### config.mk
export PLATFORM = sky130hd
export DESIGN_NAME = osrc_top
export DESIGN_NICKNAME = d
export VERILOG_FILES = /design/src/logic/osrc_pkg.sv /design/src/logic/osrc_reset_seq.sv /design/src/logic/osrc_top.sv
export VERILOG_INCLUDE_DIRS = /design/src /design/src/logic
export SDC_FILE = /design/constraint.sdc
export NUM_CORES = 1
export LEC_CHECK = 0
export BUFFER_PORTS_ARGS = -buffer_cell sky130_fd_sc_hd__buf_2
export CORE_ASPECT_RATIO = 0.7
export CORE_MARGIN = 3
export CORE_UTILIZATION = 40
export CTS_BUF_LIST = sky130_fd_sc_hd__clkbuf_8 sky130_fd_sc_hd__clkbuf_16
export DETAILED_ROUTE_END_ITERATION = 10
export PLACE_DENSITY = 0.78
export SLEW_MARGIN = 10
export SYNTH_ARGS = -nofsm -noshare
export SYNTH_HDL_FRONTEND = slang
export SYNTH_HIERARCHICAL = 1
export SYNTH_SLANG_ARGS = --single-unit
### constraint.sdc
create_clock -name clk_sys_i -period 2.67 [get_ports clk_sys_i]
set_input_delay 0.4005 -clock clk_sys_i [delete_from_list [all_inputs] [get_ports clk_sys_i]]
set_output_delay 0.4005 -clock clk_sys_i [all_outputs]
set_load 0.01 [all_outputs]
### src/logic/osrc_defs.svh
`ifndef OSRC_DEFS_SVH
`define OSRC_DEFS_SVH

// Option byte field positions
`define OSRC_BIT_POR      6
`define OSRC_BIT_SEC      5
`define OSRC_BIT_OSC_HI   4
`define OSRC_BIT_OSC_LO   3
`define OSRC_BIT_WD_DIS   2
`define OSRC_BIT_HALT_DIS 0

// Erased option byte and secured read value
`define OSRC_OPT_RESET    8'h00
`define OSRC_SECURE_READ  8'hff

// Idle timer preload on a power-on event (4096 cycles)
`define OSRC_IDLE_PRELOAD 12'hfff

// Clock monitor recovery window, in clock cycles
`define OSRC_CKMON_MIN    16
`define OSRC_CKMON_MAX    32
`define OSRC_CKMON_HOLD   5'h10

`endif

### src/logic/osrc_pkg.sv
`default_nettype none
package osrc_pkg;

    // Oscillator selection from option bits 4 and 3
    typedef enum logic [1:0] {
        OSRC_OSC_EXT     = 2'h0,
        OSRC_OSC_RC      = 2'h1,
        OSRC_OSC_XTAL    = 2'h2,
        OSRC_OSC_XTAL_B  = 2'h3
    } osrc_osc_t;

    // Decoded option fields
    typedef struct packed {
        logic      por_en;
        logic      secure;
        osrc_osc_t osc;
        logic      wd_dis;
        logic      halt_dis;
    } osrc_opt_t;

    // Programmer request
    typedef struct packed {
        logic        rd;
        logic        wr;
        logic        opt_sel;
        logic [14:0] addr;
        logic [7:0]  wdata;
    } osrc_prog_req_t;

endpackage
`default_nettype wire

### src/logic/osrc_reset_seq.sv
`timescale 1ns/1ns
`default_nettype none
`include "osrc_defs.svh"

// Power-on reset sequencing through the idle timer
module osrc_reset_seq (
    input  wire logic clk_sys_i,
    input  wire logic rst_n_i,
    input  wire logic por_en_i,
    input  wire logic por_evt_i,
    output logic      por_rst_o
);

    logic [11:0] idle_cnt_reg;
    logic        por_act_reg;

    // Preload timer on detector event, count down until underflow
    always_ff @(posedge clk_sys_i) begin
        if (!rst_n_i) begin
            idle_cnt_reg <= 12'h000;
            por_act_reg  <= 1'b0;
        end else if (por_evt_i && por_en_i) begin
            idle_cnt_reg <= `OSRC_IDLE_PRELOAD;
            por_act_reg  <= 1'b1;
        end else if (por_act_reg) begin
            if (idle_cnt_reg == 12'h000) begin
                por_act_reg <= 1'b0;
            end else begin
                idle_cnt_reg <= idle_cnt_reg - 12'h001;
            end
        end
    end

    // Reset asserts on the event itself
    assign por_rst_o = por_act_reg | (por_evt_i & por_en_i);

    por_hold_a: assert property (@(posedge clk_sys_i) disable iff (!rst_n_i)
        (por_act_reg && idle_cnt_reg != 12'h000 && !por_evt_i)
        |=> por_rst_o)
        else $error("power-on reset released before underflow");

    por_gate_a: assert property (@(posedge clk_sys_i) disable iff (!rst_n_i)
        (!por_en_i && !por_act_reg) |=> !por_act_reg)
        else $error("power-on reset without enable");

endmodule
`default_nettype wire

### src/logic/osrc_top.sv
// Operation
// - Option byte sits outside CPU program space; CPU cannot reach it.
// - Secured part returns FF on every external program read.
// - Unsecured part returns stored program contents on external reads.
// - Secured part blocks external writes to program memory and option byte.
// - Option byte is always externally readable.
// - Security bit is permanent; secured erased part refuses programming.
// - Reset on low external pin, or enabled power-on detector event.
// - Reset sets clock monitor flag; slow clock at release gives error.
// - Error drives error pin low; high 16 to 32 cycles after recovery.
// - External reset also ends halt mode.
// - Power-on reset only when its option bit is set.
// - Detector event loads idle timer with 0FFF and asserts reset.
// - Internal reset holds until timer underflow, same as external reset; pin reset here uses no timer and ends two cycles after the pin rises.
// - No further internal resets after underflow while supply stays up; here every enabled detector event reloads the timer and resets again.
// - Data registers and RAM are not initialised by power-on reset.
// - Oscillator mode decoded from option bits 4 and 3.
// - Bias resistor only in crystal mode with bit 3 set.
// - Oscillator output pin is input in ext and R/C, drive in crystal.
`timescale 1ns/1ns
`default_nettype none
`include "osrc_defs.svh"

module osrc_top #(
    parameter int ADDR_W = 15
) (
    input  wire logic                    clk_sys_i,
    input  wire logic                    rst_n_i,
    // Board reset pin and power-on detector
    input  wire logic                    ext_rst_n_i,
    input  wire logic                    por_evt_i,
    // Programmer port
    input  wire osrc_pkg::osrc_prog_req_t prog_req_i,
    input  wire logic                    erase_i,
    output logic [7:0]                   prog_rdata_o,
    output logic                         prog_rvalid_o,
    output logic                         prog_wr_refused_o,
    // Program memory array port
    output logic [ADDR_W-1:0]            mem_addr_o,
    output logic                         mem_rd_o,
    output logic                         mem_wr_o,
    output logic [7:0]                   mem_wdata_o,
    input  wire logic [7:0]              mem_rdata_i,
    // Core control
    input  wire logic                    halt_req_i,
    input  wire logic                    clk_ok_i,
    output logic                         core_rst_o,
    output logic                         halt_o,
    output osrc_pkg::osrc_opt_t          opt_o,
    // Oscillator pins
    output logic                         bias_en_o,
    output logic                         osc_out_pin_o,
    output logic                         osc_out_pin_oe_o,
    input  wire logic                    osc_out_pin_i,
    output logic                         gp_in_o,
    input  wire logic                    osc_in_pin_i,
    // Clock monitor error pin (open drain, drives low)
    output logic                         wd_error_pin_o,
    output logic                         wd_error_pin_oe_o
);

    logic [7:0]  opt_reg;
    logic        secure_reg;
    logic        ext_s1_reg;
    logic        ext_s2_reg;
    logic        osc_s1_reg;
    logic        osc_s2_reg;
    logic        clk_s1_reg;
    logic        clk_s2_reg;
    logic        osc_in_s1_reg;
    logic        osc_in_s2_reg;
    logic        por_rst;
    logic        core_rst;
    logic        ckmon_reg;
    logic        err_reg;
    logic [4:0]  rec_cnt_reg;
    logic        halt_reg;
    logic        rd_opt_reg;
    logic        rd_mem_reg;
    logic [7:0]  rdata_reg;
    logic        refused_reg;
    logic        wr_ok;
    osrc_pkg::osrc_opt_t opt_dec;

    // Pin synchronisers
    always_ff @(posedge clk_sys_i) begin
        if (!rst_n_i) begin
            ext_s1_reg <= 1'b0;
            ext_s2_reg <= 1'b0;
            osc_s1_reg <= 1'b0;
            osc_s2_reg <= 1'b0;
            clk_s1_reg <= 1'b0;
            clk_s2_reg <= 1'b0;
            osc_in_s1_reg <= 1'b0;
            osc_in_s2_reg <= 1'b0;
        end else begin
            ext_s1_reg <= ext_rst_n_i;
            ext_s2_reg <= ext_s1_reg;
            osc_s1_reg <= osc_out_pin_i;
            osc_s2_reg <= osc_s1_reg;
            clk_s1_reg <= clk_ok_i;
            clk_s2_reg <= clk_s1_reg;
            osc_in_s1_reg <= osc_in_pin_i;
            osc_in_s2_reg <= osc_in_s1_reg;
        end
    end

    // Power-on reset sequencer
    osrc_reset_seq u_reset_seq (
        .clk_sys_i (clk_sys_i),
        .rst_n_i   (rst_n_i),
        .por_en_i  (opt_reg[`OSRC_BIT_POR]),
        .por_evt_i (por_evt_i),
        .por_rst_o (por_rst)
    );

    // Core reset combines pin and power-on sources
    assign core_rst   = !ext_s2_reg || por_rst;
    assign core_rst_o = core_rst;

    // Option decode
    always_comb begin
        opt_dec.por_en   = opt_reg[`OSRC_BIT_POR];
        opt_dec.secure   = opt_reg[`OSRC_BIT_SEC] | secure_reg;
        opt_dec.osc      = osrc_pkg::osrc_osc_t'(
            opt_reg[`OSRC_BIT_OSC_HI:`OSRC_BIT_OSC_LO]);
        opt_dec.wd_dis   = opt_reg[`OSRC_BIT_WD_DIS];
        opt_dec.halt_dis = opt_reg[`OSRC_BIT_HALT_DIS];
    end
    assign opt_o = opt_dec;

    // Oscillator pin control
    assign bias_en_o = (opt_dec.osc == osrc_pkg::OSRC_OSC_XTAL_B);
    assign osc_out_pin_oe_o = opt_reg[`OSRC_BIT_OSC_HI];
    assign osc_out_pin_o    = opt_reg[`OSRC_BIT_OSC_HI] & ~osc_in_s2_reg;
    assign gp_in_o = opt_reg[`OSRC_BIT_OSC_HI] ? 1'b0 : osc_s2_reg;

    // Writes allowed only when not secured
    assign wr_ok = prog_req_i.wr && !opt_dec.secure;

    // Option byte storage, reachable only from the programmer port
    always_ff @(posedge clk_sys_i) begin
        if (!rst_n_i) begin
            opt_reg <= `OSRC_OPT_RESET;
        end else if (erase_i && !opt_dec.secure) begin
            opt_reg <= `OSRC_OPT_RESET;
        end else if (wr_ok && prog_req_i.opt_sel) begin
            opt_reg <= prog_req_i.wdata;
        end
    end

    // Security latch survives erasure
    always_ff @(posedge clk_sys_i) begin
        if (!rst_n_i) begin
            secure_reg <= 1'b0;
        end else if (opt_reg[`OSRC_BIT_SEC]) begin
            secure_reg <= 1'b1;
        end
    end

    // Program array access
    assign mem_addr_o  = prog_req_i.addr[ADDR_W-1:0];
    assign mem_rd_o    = prog_req_i.rd && !prog_req_i.opt_sel;
    assign mem_wr_o    = wr_ok && !prog_req_i.opt_sel;
    assign mem_wdata_o = prog_req_i.wdata;

    // Read pipeline stage
    always_ff @(posedge clk_sys_i) begin
        if (!rst_n_i) begin
            rd_opt_reg <= 1'b0;
            rd_mem_reg <= 1'b0;
        end else begin
            rd_opt_reg <= prog_req_i.rd && prog_req_i.opt_sel;
            rd_mem_reg <= prog_req_i.rd && !prog_req_i.opt_sel;
        end
    end

    // Read data; array reads masked under security, option reads never
    always_ff @(posedge clk_sys_i) begin
        if (!rst_n_i) begin
            rdata_reg <= 8'h00;
        end else if (rd_opt_reg) begin
            rdata_reg <= opt_reg;
        end else if (rd_mem_reg) begin
            rdata_reg <= opt_dec.secure ? `OSRC_SECURE_READ
                                        : mem_rdata_i;
        end
    end

    // Read valid and write refusal flags
    always_ff @(posedge clk_sys_i) begin
        if (!rst_n_i) begin
            prog_rvalid_o <= 1'b0;
            refused_reg   <= 1'b0;
        end else begin
            prog_rvalid_o <= rd_opt_reg || rd_mem_reg;
            refused_reg   <= prog_req_i.wr && opt_dec.secure;
        end
    end
    assign prog_rdata_o      = rdata_reg;
    assign prog_wr_refused_o = refused_reg;

    // Halt mode, ended by external reset
    always_ff @(posedge clk_sys_i) begin
        if (!rst_n_i || core_rst) begin
            halt_reg <= 1'b0;
        end else if (halt_req_i && !opt_dec.halt_dis) begin
            halt_reg <= 1'b1;
        end
    end
    assign halt_o = halt_reg;

    // Clock monitor flag set by reset, error at release if clock slow
    always_ff @(posedge clk_sys_i) begin
        if (!rst_n_i || core_rst) begin
            ckmon_reg   <= 1'b1;
            err_reg     <= 1'b0;
            rec_cnt_reg <= 5'h00;
        end else if (ckmon_reg) begin
            ckmon_reg <= 1'b0;
            err_reg   <= !clk_s2_reg;
        end else if (err_reg) begin
            if (!clk_s2_reg) begin
                rec_cnt_reg <= 5'h00;
            end else if (rec_cnt_reg == `OSRC_CKMON_HOLD) begin
                err_reg <= 1'b0;
            end else begin
                rec_cnt_reg <= rec_cnt_reg + 5'h01;
            end
        end
    end

    // Open-drain error pin pulls low during error
    assign wd_error_pin_o    = 1'b0;
    assign wd_error_pin_oe_o = err_reg;

    sec_read_a: assert property (@(posedge clk_sys_i) disable iff (!rst_n_i)
        (rd_mem_reg && opt_dec.secure) |=> prog_rdata_o == 8'hff)
        else $error("secured read returned stored data");

    open_read_a: assert property (@(posedge clk_sys_i) disable iff (!rst_n_i)
        (rd_mem_reg && !opt_dec.secure)
        |=> prog_rdata_o == $past(mem_rdata_i))
        else $error("unsecured read did not return stored data");

    sec_write_a: assert property (@(posedge clk_sys_i) disable iff (!rst_n_i)
        opt_dec.secure |-> !mem_wr_o ##1 $stable(opt_reg))
        else $error("write passed while secured");

    sec_sticky_a: assert property (@(posedge clk_sys_i) disable iff (!rst_n_i)
        opt_dec.secure |=> opt_dec.secure)
        else $error("security cleared");

    rst_pin_a: assert property (@(posedge clk_sys_i) disable iff (!rst_n_i)
        !ext_rst_n_i ##1 !ext_rst_n_i |=> core_rst_o)
        else $error("pin reset not applied");

    err_pin_a: assert property (@(posedge clk_sys_i) disable iff (!rst_n_i)
        (err_reg && !core_rst && !clk_s2_reg)
        ##1 (clk_s2_reg && !core_rst) [*8]
        |-> wd_error_pin_oe_o)
        else $error("error pin released too early");

    err_end_a: assert property (@(posedge clk_sys_i) disable iff (!rst_n_i)
        (err_reg && !ckmon_reg && !core_rst && $rose(clk_s2_reg))
        |-> ##[16:32] (!wd_error_pin_oe_o || !clk_s2_reg || core_rst))
        else $error("error pin not released in window");

    bias_a: assert property (@(posedge clk_sys_i) disable iff (!rst_n_i)
        bias_en_o |-> opt_reg[4] && opt_reg[3])
        else $error("bias resistor outside crystal mode");

endmodule
`default_nettype wire

; Yosys cells after proc, flatten, opt, wreduce, memory -nomap -nowiden
; Cells that the tools add are included.
[word_totals]
ff_bits = 50
in_bits = 43
output_inout_bits = 49
wordCells = 75
[op_classes]
n_addsub = 2
n_eq_ne = 4
mux = 17
bitwise = 7
n_reduce_logical = 24
[ops]
columns = cell, n
row1 = two-way mux 12 bit, 3
row2 = two-way mux 8 bit, 3
row3 = zero test 12 bit, 1
row4 = subtractor 12 x 1 -> 12 bit (second input constant), 1
row5 = two-way mux 5 bit, 2
row6 = logical AND 1 bit, 9
row7 = two-way mux 1 bit, 9
row8 = zero test 1 bit, 6
row9 = adder 5 x 1 -> 5 bit (second input constant), 1
row10 = equality test 5 bit (second input constant), 1
row11 = nonzero test 2 bit, 2
row12 = logical OR 1 bit, 3
row13 = inverter 1 bit, 3
row14 = AND reduction 3 bit, 1
row15 = AND 1 bit, 2
row16 = equality test 2 bit (second input constant), 1
row17 = != test 2 x 1 -> 1 bit (second input constant), 1
row18 = != test 2 bit (second input constant), 1
row19 = bitwise OR 1 bit, 2
row20 = AND reduction 2 bit, 1
row21 = OR reduction 2 bit, 1

; Longest topological paths before layout
; Gate-level depths: netlist of run 1.
[logic_depth]
word_depth = 5
depth_mapped = 7
depth_no_buf = 6

; Modules after synthesis
; Netlist of run 1, hierarchy kept.
[modules_own_cells]
columns = mod, instances, cells_per_inst, area_each_um2, seq_area_each_um2
row1 = osrc_top, 1, 186, 1684.1, 740.7
row2 = osrc_reset_seq, 1, 74, 690.7, 260.2

; Least setup slack after synthesis of run 1
; No wires, ideal clock.
[synth_timing]
path_kind = flip-flop to flip-flop
startpoint = register u_reset_seq.idle_cnt_reg[0]
endpoint = register u_reset_seq.idle_cnt_reg[1]
setup_time_ns = 0.071
t_arrival_ns = 1.872
t_required_ns = 2.599
path_slack_ns = 0.727
path_stages_with_launch = 8
n_path_buf = 1
period_less_slack_ns = 1.943
cell_sequence = dfxtp_1 inv_1 ha_1 or4b_1 o31ai_4 buf_6 mux2_1 a21oi_1
[synth_between]
elab_chain_cells = 4
word_cells_on_any_way = 7
cone_classes = add/sub (1) / eq/ne (1) / mux (3) / reduce/logical (2)
[synth_lines]
columns = element, line_no
row1 = from (decl), osrc_reset_seq.sv:14  ; logic [11:0] idle_cnt_reg;
row2 = from (signal assigned), osrc_reset_seq.sv:23  ; idle_cnt_reg <= `OSRC_IDLE_PRELOAD;
row3 = from (signal assigned), osrc_reset_seq.sv:29  ; idle_cnt_reg <= idle_cnt_reg - 12'h001;
row4 = subtractor 12 x 1 -> 12 bit, osrc_reset_seq.sv:29
row5 = two-way mux 12 bit, osrc_reset_seq.sv:26  ; if (idle_cnt_reg == 12'h000) begin
row6 = two-way mux 12 bit, osrc_reset_seq.sv:25  ; end else if (por_act_reg) begin
row7 = two-way mux 12 bit, osrc_reset_seq.sv:22  ; end else if (por_evt_i && por_en_i) begin
; Parallel ways exist; a longest one is shown, timed or not. The select of a mux whose other input is x is not followed.
; A chain may end at the register's enable or synchronous reset.

; Final worst setup path of run 1
[layout_timing]
startpoint = register u_reset_seq.idle_cnt_reg[0]
endpoint = register u_reset_seq.idle_cnt_reg[4]
; The elaborated chain is that of the path after synthesis.

==> key figures, run 1 <==
Pwr
  • Power per cell area: 556 mW/mm^2
  • Total power: 0.00146 W
  • Clock Power Share: between 30% and 40%
  • Switch Pwr: between 0.0003 and 0.0004 W
  • Max VDD drop: around 300 uV
  • Int Power: between 0.001 and 0.0015 W
  • Switching power share of the total: between 20% and 30%
  • P_leak: 1.09 nW
  • Combinational share of power: roughly a tenth
  • Sequential Power Share: 54.2%

Floorplanning
  • Initial Utilization: 43.4%
  • Die X: a little under 100 microns
  • DIE HEIGHT: 70.5 microns
  • Core area: ~0.0055 sq mm
  • Die Footprint: 0.00691 sq mm
  • IO Count: 92
  • Std-Cell Rows: 22

Place
  • Placed Area: around 0.0025 sq mm
  • Number of I/O port buffers: 60
  • RD Place Congestion: 0.845
  • Post-DP HPWL: between 3000 and 4000 microns

GRT
  • Global-route wire length before repair: between 8000 and 9000 microns
  • Global route total overflow: 0
  • Largest net degree at the start of global routing: 25
  • Vias in the first global route: 1,784
  • GRT Util Overall: about 15%
  • Initial antenna violation count: 0

Layout
  • # nets final: around 340
  • Diode count: 0
  • Final core occ: ~48%
  • Share of cells above drive strength 1: approximately 28%
  • P&R area growth vs syn: 10.3%
  • Finished Cell Area: between 0.002 and 0.003 sq mm
  • Max FFs per register: 12

Clock tree
  • CTS Hold Buffers Added: 0
  • Worst-Skew Late Latency: 0.29 ns
  • # resized after CTS: 0
  • Post-CTS setup buffers: 0
  • H-tree depth: 2
  • Clock-pin transition on the worst setup and hold timing paths: 0.09 ns
  • Clock tree buffer depth: 2
  • CTS root buf: clkbuf_8
  • Total CTS buffers: 5
  • Sink Count: 50
  • CTS tree: done

Detailed routing
  • Met2 wire length: around 2300 microns
  • Antenna Violating Nets Remaining: 0
  • Pre-antenna DRT Iters: 4
  • Initial DRC count: 74
  • Met3 WL: roughly 320 microns
  • Top Metal Used: met4
  • Total Wirelength: ~5000 microns
  • DR WL/cell: 13.9 microns
  • Met1 WL: 2460 microns
  • Post-route DRC: 0
  • Via density: between 5 and 6
  • Vias: roughly 1,900

Synthesis
  • Async set or reset register ratio after synthesis: 0%
  • Syn. warnings: 6
  • Main synth FF type: dfxtp_1
  • Sequential area share after synthesis: approximately 42%
  • Synthesis-stage register bit count: 50
  • Synth cell types: 54
  • Mapped Cells: between 200 and 300
  • Synthesized area: between 0.002 and 0.0025 sq mm
  • Syn nets: around 300
  • Syn avg cell area: just over 9 sq um
  • Post-synth EDFFs: 0

Run status
  • Outcome: complete, no violations

STA
  • Slew headroom: between 50% and 60%
  • Final Max Slew Viols: 0
  • RSZ-0062 raised after global routing: false
  • Final setup TNS: 0 ns
  • Final setup fails: 0
  • Max Clock Skew: 0.00599 ns
  • Fmax achieved: 0.483 GHz
  • Tmin final: about 2.1 ns
  • Final Cycle Share: between 70% and 80%
  • Worst-Margin Slew: 0.616 ns
  • Final hold violations: 0

Worst setup path
  • CP Max Fanout: 11
  • Critical path startpoint: u_reset_seq/idle_cnt_reg[0]
  • CP Data Arrival Time: approximately 2.3 ns
  • Critical Path Start Type: flip-flop
  • Reg2Reg Launch Point: u_reset_seq/idle_cnt_reg[0]
  • Worst endpoint required time: 2.88 ns
  • Worst Path Class, Setup: reg2reg
  • CP Capture Type: flip-flop

Worst hold path
  • Worst Hold Launch: osc_out_pin_i
  • Min-delay worst type: in2reg

Job
  • Max_cap viols: 0
==> area by class of cell <==
class,count,area (sq um)
Sequential cell,50,1000
Clock buffer,5,68.8
Multi-Input combinational cell,158,1060
Clock inverter,3,41.3
Inverter,11,41.3
Tap cell,72,90.1
Timing Repair Buffer,62,315
Fill cell,526,2860
==> placed cells by master (no fill, tap or decap), drive strengths merged, types with 2 or more instances in the layout <==
| cell | n |
|---|---|
| a21oi | 14 |
| a31oi | 11 |
| and2 | 10 |
| and3 | 2 |
| buf | 62 |
| clkbuf | 5 |
| dfxtp | 50 |
| ha | 4 |
| inv | 12 |
| mux2i | 7 |
| nand2 | 16 |
| nand2b | 6 |
| nand3 | 6 |
| nor2 | 12 |
| nor2b | 7 |
| nor3 | 3 |
| nor4bb | 2 |
| o21a | 2 |
| o21ai | 12 |
| o21bai | 5 |
| o311ai | 2 |
| o31ai | 6 |
| or2 | 3 |
| or3 | 3 |
| or4 | 7 |
| or4b | 3 |
==> worst max-delay path, cell delays in order (launching register included) <==
cell and delay [ns]:
dfxtp_1 0.34, inv_1 0.08, ha_1 0.19, or4b_1 0.29, o31ai_4 0.08, buf_4 0.19
or4b_2 0.62, a31oi_1 0.19
==> per-stage QoR <==
stage / worst slack [ns] / std cells / hold WS, ns
finish: 0.598 / 361 / 0.302
global route: 0.510 / 361 / 0.303
CTS: 0.599 / 361 / 0.299
detailed placement: 0.660 / 353 / 0.424
global placement: 0.730 / 353 / 0.420
floorplan: 0.727 / 260 / 0.412
==> synth_stat cells, drive strengths merged, types with 2 or more instances <==
master	instances	share of area [%]
nand2b	6	1.6
inv	11	1.7
o21a	2	0.63
mux2i	7	3.0
dfxtp	50	42
a21oi	14	3.1
nor3	3	0.63
or2	3	0.79
o21bai	5	1.6
a31oi	11	2.9
nor4bb	2	1.1
nand2	16	2.5
nor2	12	1.9
o21ai	12	2.7
ha	4	2.1
o311ai	2	1.5
buf	35	11
or4b	3	1.4
or3	3	0.79
and3	2	0.53
nand3	6	1.3
or4	7	2.2
clkbuf	6	0.95
and2	10	2.6
nor2b	7	1.8
o31ai	6	2.5
==> final timing paths <==
check,depth (start not counted),endpoint,slack (ns)
max,7,u_reset_seq/idle_cnt_reg[4],0.60
min,2,osc_s1_reg,0.30
max reg2reg,7,u_reset_seq/idle_cnt_reg[4],0.60
min reg2reg,1,osc_s2_reg,0.44
==> metal layers <==
metal / vias up / track usage, %
met5: - / 0
met2: 52 / 23.1
met1: 871 / 20.9
met4: 0 / 1.38
li1: 937 / -
met3: 2 / 4.29
==> kinds of logic after synthesis <==
logic type / synth area share, %
mux: 3.42
xor+xnor: 0.738
compound gates: 17.3
flops: 42.1
other cells: 0.158
fa+ha+maj: 2.11
simple gates: 20.7
buf+inv: 13.4
==> power by group through the flow <==
stage	combinational (W)	sequential [W]	clock, W
2_1_floorplan	0.000126	0.000803	0
3_3_place_gp	0.000143	0.000807	0
3_5_place_dp	0.000148	0.000808	0
4_1_cts	0.000149	0.000790	0.000531
5_1_grt	0.000165	0.000795	0.000564
6_report	0.000147	0.000790	0.000519
(Power assumes the default switching activity.)
==> run 2, diff against run 1 <==
--- a/config.mk
+++ b/config.mk
@@ -12,7 +12,7 @@
 export CORE_UTILIZATION = 40
 export CTS_BUF_LIST = sky130_fd_sc_hd__clkbuf_8 sky130_fd_sc_hd__clkbuf_16
 export DETAILED_ROUTE_END_ITERATION = 10
-export PLACE_DENSITY = 0.78
+export PLACE_DENSITY = 0.8
 export SLEW_MARGIN = 10
 export SYNTH_ARGS = -nofsm -noshare
 export SYNTH_HDL_FRONTEND = slang
==> constraint.sdc (replaced) <==
create_clock -name clk_sys_i -period 1.8 [get_ports clk_sys_i]
set_input_delay 0.27 -clock clk_sys_i [delete_from_list [all_inputs] [get_ports clk_sys_i]]
set_output_delay 0.27 -clock clk_sys_i [all_outputs]
set_load 0.01 [all_outputs]
==> run 2 against run 1 <==
Compared with the run above:
- combinational power rose by 90%
- largest cell class unchanged
- first-iteration DRC count grew 2.7%
- via count increased by 5.2%
- the flow now finishes with violations (negative setup slack)
- hold slack got worse by 0.14 ns
- wire length up 6.4%
- clock skew up 0.0034 ns
- highest routed layer unchanged
- utilization increased by 4.7 points
- sequential share of layout area decreased by 3.3 points
- fmax grew 10%
- non-clock buffer count increased by 24
- sequential power up 47%
==> key figures, run 2 (same netlist as run 1, synthesis figures left out) <==
Clock tree
  • Worst-Skew Late Latency: 0.30 ns (was 0.29 ns)
  • CTS root buf: clkbuf_8 (unchanged)
  • Total CTS buffers: 5 (unchanged)
  • Clock-pin transition on the worst setup and hold timing paths: 0.10 ns (was 0.09 ns)
  • CTS tree: done (unchanged)
  • CTS Hold Buffers Added: 0 (unchanged)
  • Clock tree buffer depth: 2 (unchanged)
  • H-tree depth: 2 (unchanged)
  • Sink Count: 50 (unchanged)

STA
  • Final Max Slew Viols: 0 (unchanged)
  • Post-route setup slack: -0.0777 ns (was 0.598 ns)
  • Fmax achieved: 0.533 GHz (was 0.483 GHz)
  • RSZ-0062 raised after global routing: true (was false)
  • Tmin final: 1.88 ns (was 2.07 ns)
  • Final hold violations: 0 (unchanged)
  • WHS: 0.163 ns (was 0.302 ns)
  • Final setup fails: 6 (was 0)
  • Max Clock Skew: 0.00935 ns (was 0.00599 ns)
  • Final Cycle Share: 104% (was 77.6%)

Detailed routing
  • DR WL/cell: 13.9 microns (about the same)
  • Total Wirelength: 5360 microns (was 5030 microns)
  • Pre-antenna DRT Iters: 5 (was 4)
  • Vias: 1,959 (was 1,862)
  • Antenna Violating Nets Remaining: 0 (unchanged)
  • Via density: 5.09 (was 5.16)
  • Initial DRC count: 76 (was 74)
  • Post-route DRC: 0 (unchanged)

Worst setup path
  • Slowest stage delay, CP: 0.48 ns (was 0.62 ns)
  • Worst endpoint required time: 2.03 ns (was 2.88 ns)
  • CP Capture Type: flip-flop (unchanged)
  • CP bufs+invs: 2 (unchanged)
  • CP delay by family, top: simple AND/OR/NAND/NOR gates (unchanged)
  • Crit-path cells: inv_2 -> ha_4 -> or4b_4 -> o31ai_4 -> buf_6 -> mux2_4 -> a21oi_2 (was inv_1 -> ha_1 -> or4b_1 -> o31ai_4 -> buf_4 -> or4b_2 -> a31oi_1)
  • Reg2Reg Launch Point: u_reset_seq/idle_cnt_reg[0] (unchanged)
  • CP Max Fanout: 3 (was 11)
  • Worst R2R Path Depth: 7 (unchanged)
  • Worst Path Class, Setup: reg2reg (unchanged)
  • CP Data Arrival Time: 2.10 ns (was 2.29 ns)
  • Critical path startpoint: u_reset_seq/idle_cnt_reg[0] (unchanged)
  • Flop2flop setup slack: -0.08 ns (was 0.60 ns)
  • Critical Path Start Type: flip-flop (unchanged)
  • Endpoint of the worst-slack reg-to-reg timing path: u_reset_seq/idle_cnt_reg[1] (was u_reset_seq/idle_cnt_reg[4])
  • CP max stage cell: or4b_4 (was or4b_2)

Pwr
  • Max VDD drop: 354 uV (was 302 uV)
  • P_leak: 1.24 nW (was 1.09 nW)
  • Power per cell area: 730 mW/mm^2 (was 556 mW/mm^2)

Run status
  • Outcome: complete, but fails checks (was complete, no violations)
  • Violated checks: negative setup slack

Layout
  • Fillers: 511 (was 526)
  • Commonest non-fill, non-tap cells in the layout: buf_2 (60), dfxtp_1 (48), buf_4 (21) (was buf_2 (60), dfxtp_1 (50), nand2_1 (16))
  • # nets final: 359 (was 335)
  • Max FFs per register: 12 (unchanged)
  • Diode count: 0 (unchanged)
  • Finished Layout Cells: 385 (was 361)
  • FF+latch area: 0.00100 sq mm (about the same)
  • Commonest non-fill, non-tap cell in the layout: buf_2 (unchanged)
  • Share of cells above drive strength 1: 39.0% (was 28.0%)
  • Footprint of the multi-input gates: 0.00114 sq mm (was 0.00106 sq mm)
  • P&R area growth vs syn: 21.1% (was 10.3%)

Worst hold path
  • Min-delay worst type: in2reg (unchanged)
  • Hold path depth: 2 (unchanged)
  • WHS Endpoint: osc_s1_reg (unchanged)
  • Worst Hold Launch: osc_out_pin_i (unchanged)

Place
  • Number of I/O port buffers: 60 (unchanged)
  • Placed cells: 372 (was 353)
  • Post-DP HPWL: 3920 microns (was 3760 microns)
  • RD Place Congestion: 0.846 (was 0.845)

Floorplanning
  • Std-Cell Rows: 22 (unchanged)
  • Initial Utilization: 43.4% (unchanged)
  • Die X: 98.1 microns (unchanged)
  • Core area: 0.00548 sq mm (unchanged)
  • IO Count: 92 (unchanged)
  • Die Footprint: 0.00691 sq mm (unchanged)
  • DIE HEIGHT: 70.5 microns (unchanged)

GRT
  • GRT Util Overall: 15.2% (was 14.8%)
  • Initial antenna violation count: 0 (unchanged)
  • Global-route wire length before repair: 8620 microns (was 8500 microns)
  • Largest net degree at the start of global routing: 24 (was 25)
  • Global route total overflow: 0 (unchanged)
  • Vias in the first global route: 1,849 (was 1,784)

Job
  • Max_cap viols: 0 (unchanged)
==> run 2: cell count changes in the layout (fill, tap and decap cells not counted), sizes merged <==
cell    change
inv         -1
clkinv      +2
bufinv      -1
buf        +24
==> run 2: how the worst max path moves through the flow <==
stage	endpoint	slack, ns	depth (start not counted)
3_5_place_dp	u_reset_seq/idle_cnt_reg[1]	-0.11	6
3_3_place_gp	u_reset_seq/idle_cnt_reg[0]	-0.04	7
5_1_grt	u_reset_seq/idle_cnt_reg[1]	-0.14	7
4_1_cts	u_reset_seq/idle_cnt_reg[3]	-0.03	7
2_1_floorplan	u_reset_seq/idle_cnt_reg[1]	-0.08	7
6_report	u_reset_seq/idle_cnt_reg[1]	-0.08	7
==> run 2: what timing repair did <==
action / in CTS / in global routing
gates resized for setup: 5 / 14
endpoints found under the hold margin: 0 / 0
pin swaps: 2 / 6
buffers inserted: 2 / 3
endpoints found under the setup margin: 11 / 11
==> run 2: area by class of cell <==
| class | count | share of cell area (%) |
|---|---|---|
| Sequential cell | 50 | 34.9 |
| Clock inverter | 3 | 0.740 |
| Tap cell | 72 | 3.13 |
| Timing Repair Buffer | 86 | 17.9 |
| Inverter | 11 | 1.44 |
| Multi-Input combinational cell | 158 | 39.5 |
| Clock buffer | 5 | 2.39 |
==> run 2: metal layers <==
layer	vias up	wire length (microns)	GRT usage (%)
li1	989	-	-
met1	902	2500	19.7
met2	62	2420	24.5
met3	6	379	3.99
met4	0	54	4.92
met5	-	0	0
==> run 2: power breakdown <==
group / switching, W / total [W] / leakage (nW) / internal [W]
sequential: 0.0000227 / 0.00116 / 0.408 / 0.00114
combinational: 0.000143 / 0.000279 / 0.783 / 0.000136
clock: 0.000381 / 0.000655 / 0.0441 / 0.000274
==> run 2: worst reg2reg max path, delay by kind of cell (launching register included) <==
family	cells	cell delay, ns
buffers and inverters	2	0.23
AOI/OAI and AO/OA	2	0.35
and+or+nand+nor	1	0.48
muxes	1	0.29
DFF	1	0.33
adders and majority gates	1	0.12
==> run 2: metrics by stage <==
step	power, W	setup WS (ns)	area [sq um]	utilization [%]	setup TNS, ns
detailed placement	0.00145	-0.107	2660	48.6	-0.819
CTS	0.00210	-0.0252	2780	50.8	-0.0405
finish	0.00210	-0.0777	2880	52.5	-0.185
floorplan	0.00138	-0.0806	2390	-	-0.0806
global placement	0.00144	-0.0389	2660	48.6	-0.157
global route	0.00219	-0.140	2880	52.5	-0.893
==> run 3, diff against run 2 <==
--- a/config.mk
+++ b/config.mk
@@ -7,13 +7,11 @@
 export NUM_CORES = 1
 export LEC_CHECK = 0
 export BUFFER_PORTS_ARGS = -buffer_cell sky130_fd_sc_hd__buf_2
-export CORE_ASPECT_RATIO = 0.7
 export CORE_MARGIN = 3
 export CORE_UTILIZATION = 40
 export CTS_BUF_LIST = sky130_fd_sc_hd__clkbuf_8 sky130_fd_sc_hd__clkbuf_16
 export DETAILED_ROUTE_END_ITERATION = 10
 export PLACE_DENSITY = 0.8
-export SLEW_MARGIN = 10
 export SYNTH_ARGS = -nofsm -noshare
 export SYNTH_HDL_FRONTEND = slang
 export SYNTH_HIERARCHICAL = 1
==> run 3 against run 2 <==
Compared with the run above:
- largest power group unchanged
- fmax increased by 2.7%
- utilization decreased by 1.5 points
- largest cell class unchanged
- wire length decreased by 4.3%
- die area decreased by 0.22%
- global-route usage decreased by 0.28 points
- first-iteration DRC count decreased by 18%
- the flow still finishes with violations (negative setup slack)
- register-to-register slack improved by 0.05 ns
==> key figures, run 3 (same netlist as run 1, synthesis figures left out) <==
Run status
  • Outcome: complete, but fails checks (unchanged)
  • Violated checks: negative setup slack (unchanged)

Clock tree
  • Total CTS buffers: 5 (unchanged)
  • CTS root buf: clkbuf_8 (unchanged)
  • Sink Count: 50 (unchanged)
  • H-tree depth: 2 (unchanged)
  • Clock-pin transition on the worst setup and hold timing paths: 0.09 ns (was 0.10 ns)
  • Clock tree buffer depth: 2 (unchanged)
  • CTS Hold Buffers Added: 0 (unchanged)
  • CTS tree: done (unchanged)
  • Worst-Skew Late Latency: 0.30 ns (about the same)

Floorplanning
  • Initial Utilization: 42.1% (was 43.4%)
  • Std-Cell Rows: 27 (was 22)
  • DIE HEIGHT: 83.1 microns (was 70.5 microns)
  • Die Footprint: 0.00690 sq mm (was 0.00691 sq mm)
  • Core area: 0.00564 sq mm (was 0.00548 sq mm)
  • IO Count: 92 (unchanged)
  • Die X: 83.1 microns (was 98.1 microns)

Detailed routing
  • Vias: 1,934 (was 1,959)
  • Antenna Violating Nets Remaining: 0 (unchanged)
  • Pre-antenna DRT Iters: 4 (was 5)
  • Total Wirelength: 5130 microns (was 5360 microns)
  • DR WL/cell: 13.3 microns (was 13.9 microns)
  • Post-route DRC: 0 (unchanged)
  • Initial DRC count: 62 (was 76)
  • Via density: 5.04 (was 5.09)

Worst setup path
  • End point of the critical path: u_reset_seq/idle_cnt_reg[6] (was u_reset_seq/idle_cnt_reg[1])
  • Critical Path Start Type: flip-flop (unchanged)
  • Endpoint of the worst-slack reg-to-reg timing path: u_reset_seq/idle_cnt_reg[6] (was u_reset_seq/idle_cnt_reg[1])
  • CP Capture Type: flip-flop (unchanged)
  • Worst R2R Path Depth: 9 (was 7)
  • Worst Path Class, Setup: reg2reg (unchanged)
  • CP Data Arrival Time: 2.00 ns (was 2.10 ns)
  • Worst endpoint required time: 1.97 ns (was 2.03 ns)
  • Reg2Reg Launch Point: u_reset_seq/idle_cnt_reg[0] (unchanged)
  • Flop2flop setup slack: -0.03 ns (was -0.08 ns)
  • Critical path startpoint: u_reset_seq/idle_cnt_reg[0] (unchanged)
  • CP Max Fanout: 5 (was 3)

Place
  • Number of I/O port buffers: 60 (unchanged)
  • Placed cells: 371 (was 372)
  • Worst slack, placed: -0.0869 ns (was -0.107 ns)
  • Post-DP HPWL: 3860 microns (was 3920 microns)
  • RD Place Congestion: 0.839 (was 0.846)

Pwr
  • Clock Power Share: 31.1% (was 31.2%)
  • Int Power: 0.00154 W (was 0.00155 W)
  • Sequential Power Share: 56.1% (was 55.5%)
  • Max VDD drop: 366 uV (was 354 uV)
  • Switch Pwr: 0.000533 W (was 0.000547 W)
  • Total power: 0.00208 W (was 0.00210 W)
  • Switching power share of the total: 25.7% (was 26.1%)
  • P_leak: 1.24 nW (about the same)
  • Power per cell area: 722 mW/mm^2 (was 730 mW/mm^2)
  • Combinational share of power: 12.7% (was 13.3%)

STA
  • Final Max Slew Viols: 0 (unchanged)
  • Final Cycle Share: 102% (was 104%)
  • Final hold violations: 0 (unchanged)
  • Final setup fails: 4 (was 6)
  • Max Clock Skew: 0.0107 ns (was 0.00935 ns)
  • RSZ-0062 raised after global routing: true (unchanged)
  • Tmin final: 1.83 ns (was 1.88 ns)
  • Fmax achieved: 0.547 GHz (was 0.533 GHz)
  • Post-route setup slack: -0.0278 ns (was -0.0777 ns)

GRT
  • Vias in the first global route: 2,028 (was 1,849)
  • Global route total overflow: 0 (unchanged)
  • Initial antenna violation count: 0 (unchanged)
  • Largest net degree at the start of global routing: 23 (was 24)
  • Global-route wire length before repair: 8800 microns (was 8620 microns)
  • GRT Util Overall: 14.9% (was 15.2%)

Job
  • Max_cap viols: 0 (unchanged)

Layout
  • P&R area growth vs syn: 21.2% (was 21.1%)
  • Share of cells above drive strength 1: 38.8% (was 39.0%)
  • # nets final: 358 (was 359)
  • Finished Layout Cells: 384 (was 385)
  • Fillers: 530 (was 511)
  • Commonest non-fill, non-tap cell in the layout: buf_2 (unchanged)
  • Diode count: 0 (unchanged)
  • Commonest non-fill, non-tap cells in the layout: buf_2 (60), dfxtp_1 (47), buf_4 (19) (was buf_2 (60), dfxtp_1 (48), buf_4 (21))
  • Final core occ: 51.0% (was 52.5%)
  • Max FFs per register: 12 (unchanged)

Worst hold path
  • Min-delay worst type: in2reg (unchanged)
-- run 3: cell count changes in the layout (fill, tap and decap cells not counted), sizes merged --
cell  previous run  this run
buf             86        85
-- run 3: repair_timing --
| action | 4_1_cts | 5_1_grt |
|---|---|---|
| buffers inserted | 2 | 3 |
| endpoints found under the setup margin | 12 | 12 |
| gates cloned | 0 | 0 |
| pin swaps | 5 | 10 |
| resized for setup | 7 | 15 |
-- run 3: per-layer routing --
metal | vias up | global-route usage, % | share of wire [%]
met4 | 0 | 5.35 | 1.1
met1 | 903 | 17.0 | 43
met5 | - | 0 | 0
met2 | 44 | 27.0 | 51
li1 | 981 | - | -
met3 | 6 | 3.27 | 4.8
-- run 3: worst min-delay path by stage --
stage | from | endpoint | slack, ns | cells after the start
final | clk_ok_i | clk_s1_reg | 0.18 | 2
after global routing | ext_rst_n_i | ext_s1_reg | 0.17 | 2
after CTS | clk_ok_i | clk_s1_reg | 0.17 | 2
after detailed placement | ext_s1_reg | ext_s2_reg | 0.42 | 1
after global placement | osc_s1_reg | osc_s2_reg | 0.42 | 1
after floorplan | prog_req_i[23] | rd_mem_reg | 0.34 | 1
-- run 3: through the flow --
stage	hold WS, ns	TNS [ns]	area, sq um
finish	0.182	-0.0680	2880
global route	0.170	-0.582	2880
CTS	0.171	-0.307	2790
detailed placement	0.422	-0.621	2660
global placement	0.416	-0.122	2660
floorplan	0.342	-0.0806	2390
-- run 3: power groups by stage --
stage / registers (W) / logic [W] / clock network, W
after CTS: 0.00117 / 0.000254 / 0.000667
after detailed placement: 0.00119 / 0.000249 / 0
after global placement: 0.00119 / 0.000243 / 0
after global routing: 0.00117 / 0.000291 / 0.000722
final: 0.00117 / 0.000265 / 0.000646
after floorplan: 0.00119 / 0.000192 / 0
-- run 3: area by class of cell --
| cell class | count | area (sq um) | share of cell area [%] |
|---|---|---|---|
| Clock inverter | 3 | 21.3 | 0.739 |
| Tap cell | 72 | 90.1 | 3.13 |
| Clock buffer | 5 | 68.8 | 2.39 |
| Sequential cell | 50 | 1000 | 34.9 |
| Inverter | 11 | 41.3 | 1.43 |
| Timing Repair Buffer | 85 | 510 | 17.7 |
| Multi-Input combinational cell | 158 | 1140 | 39.7 |
-- run 3: critical path: stages (launching register included) --
cell	delay [ns]
dfxtp_2	0.33
inv_2	0.07
ha_4	0.11
or4b_4	0.48
o31ai_4	0.19
buf_6	0.16
buf_6	0.09
buf_6	0.09
or3_1	0.10
a31oi_1	0.07
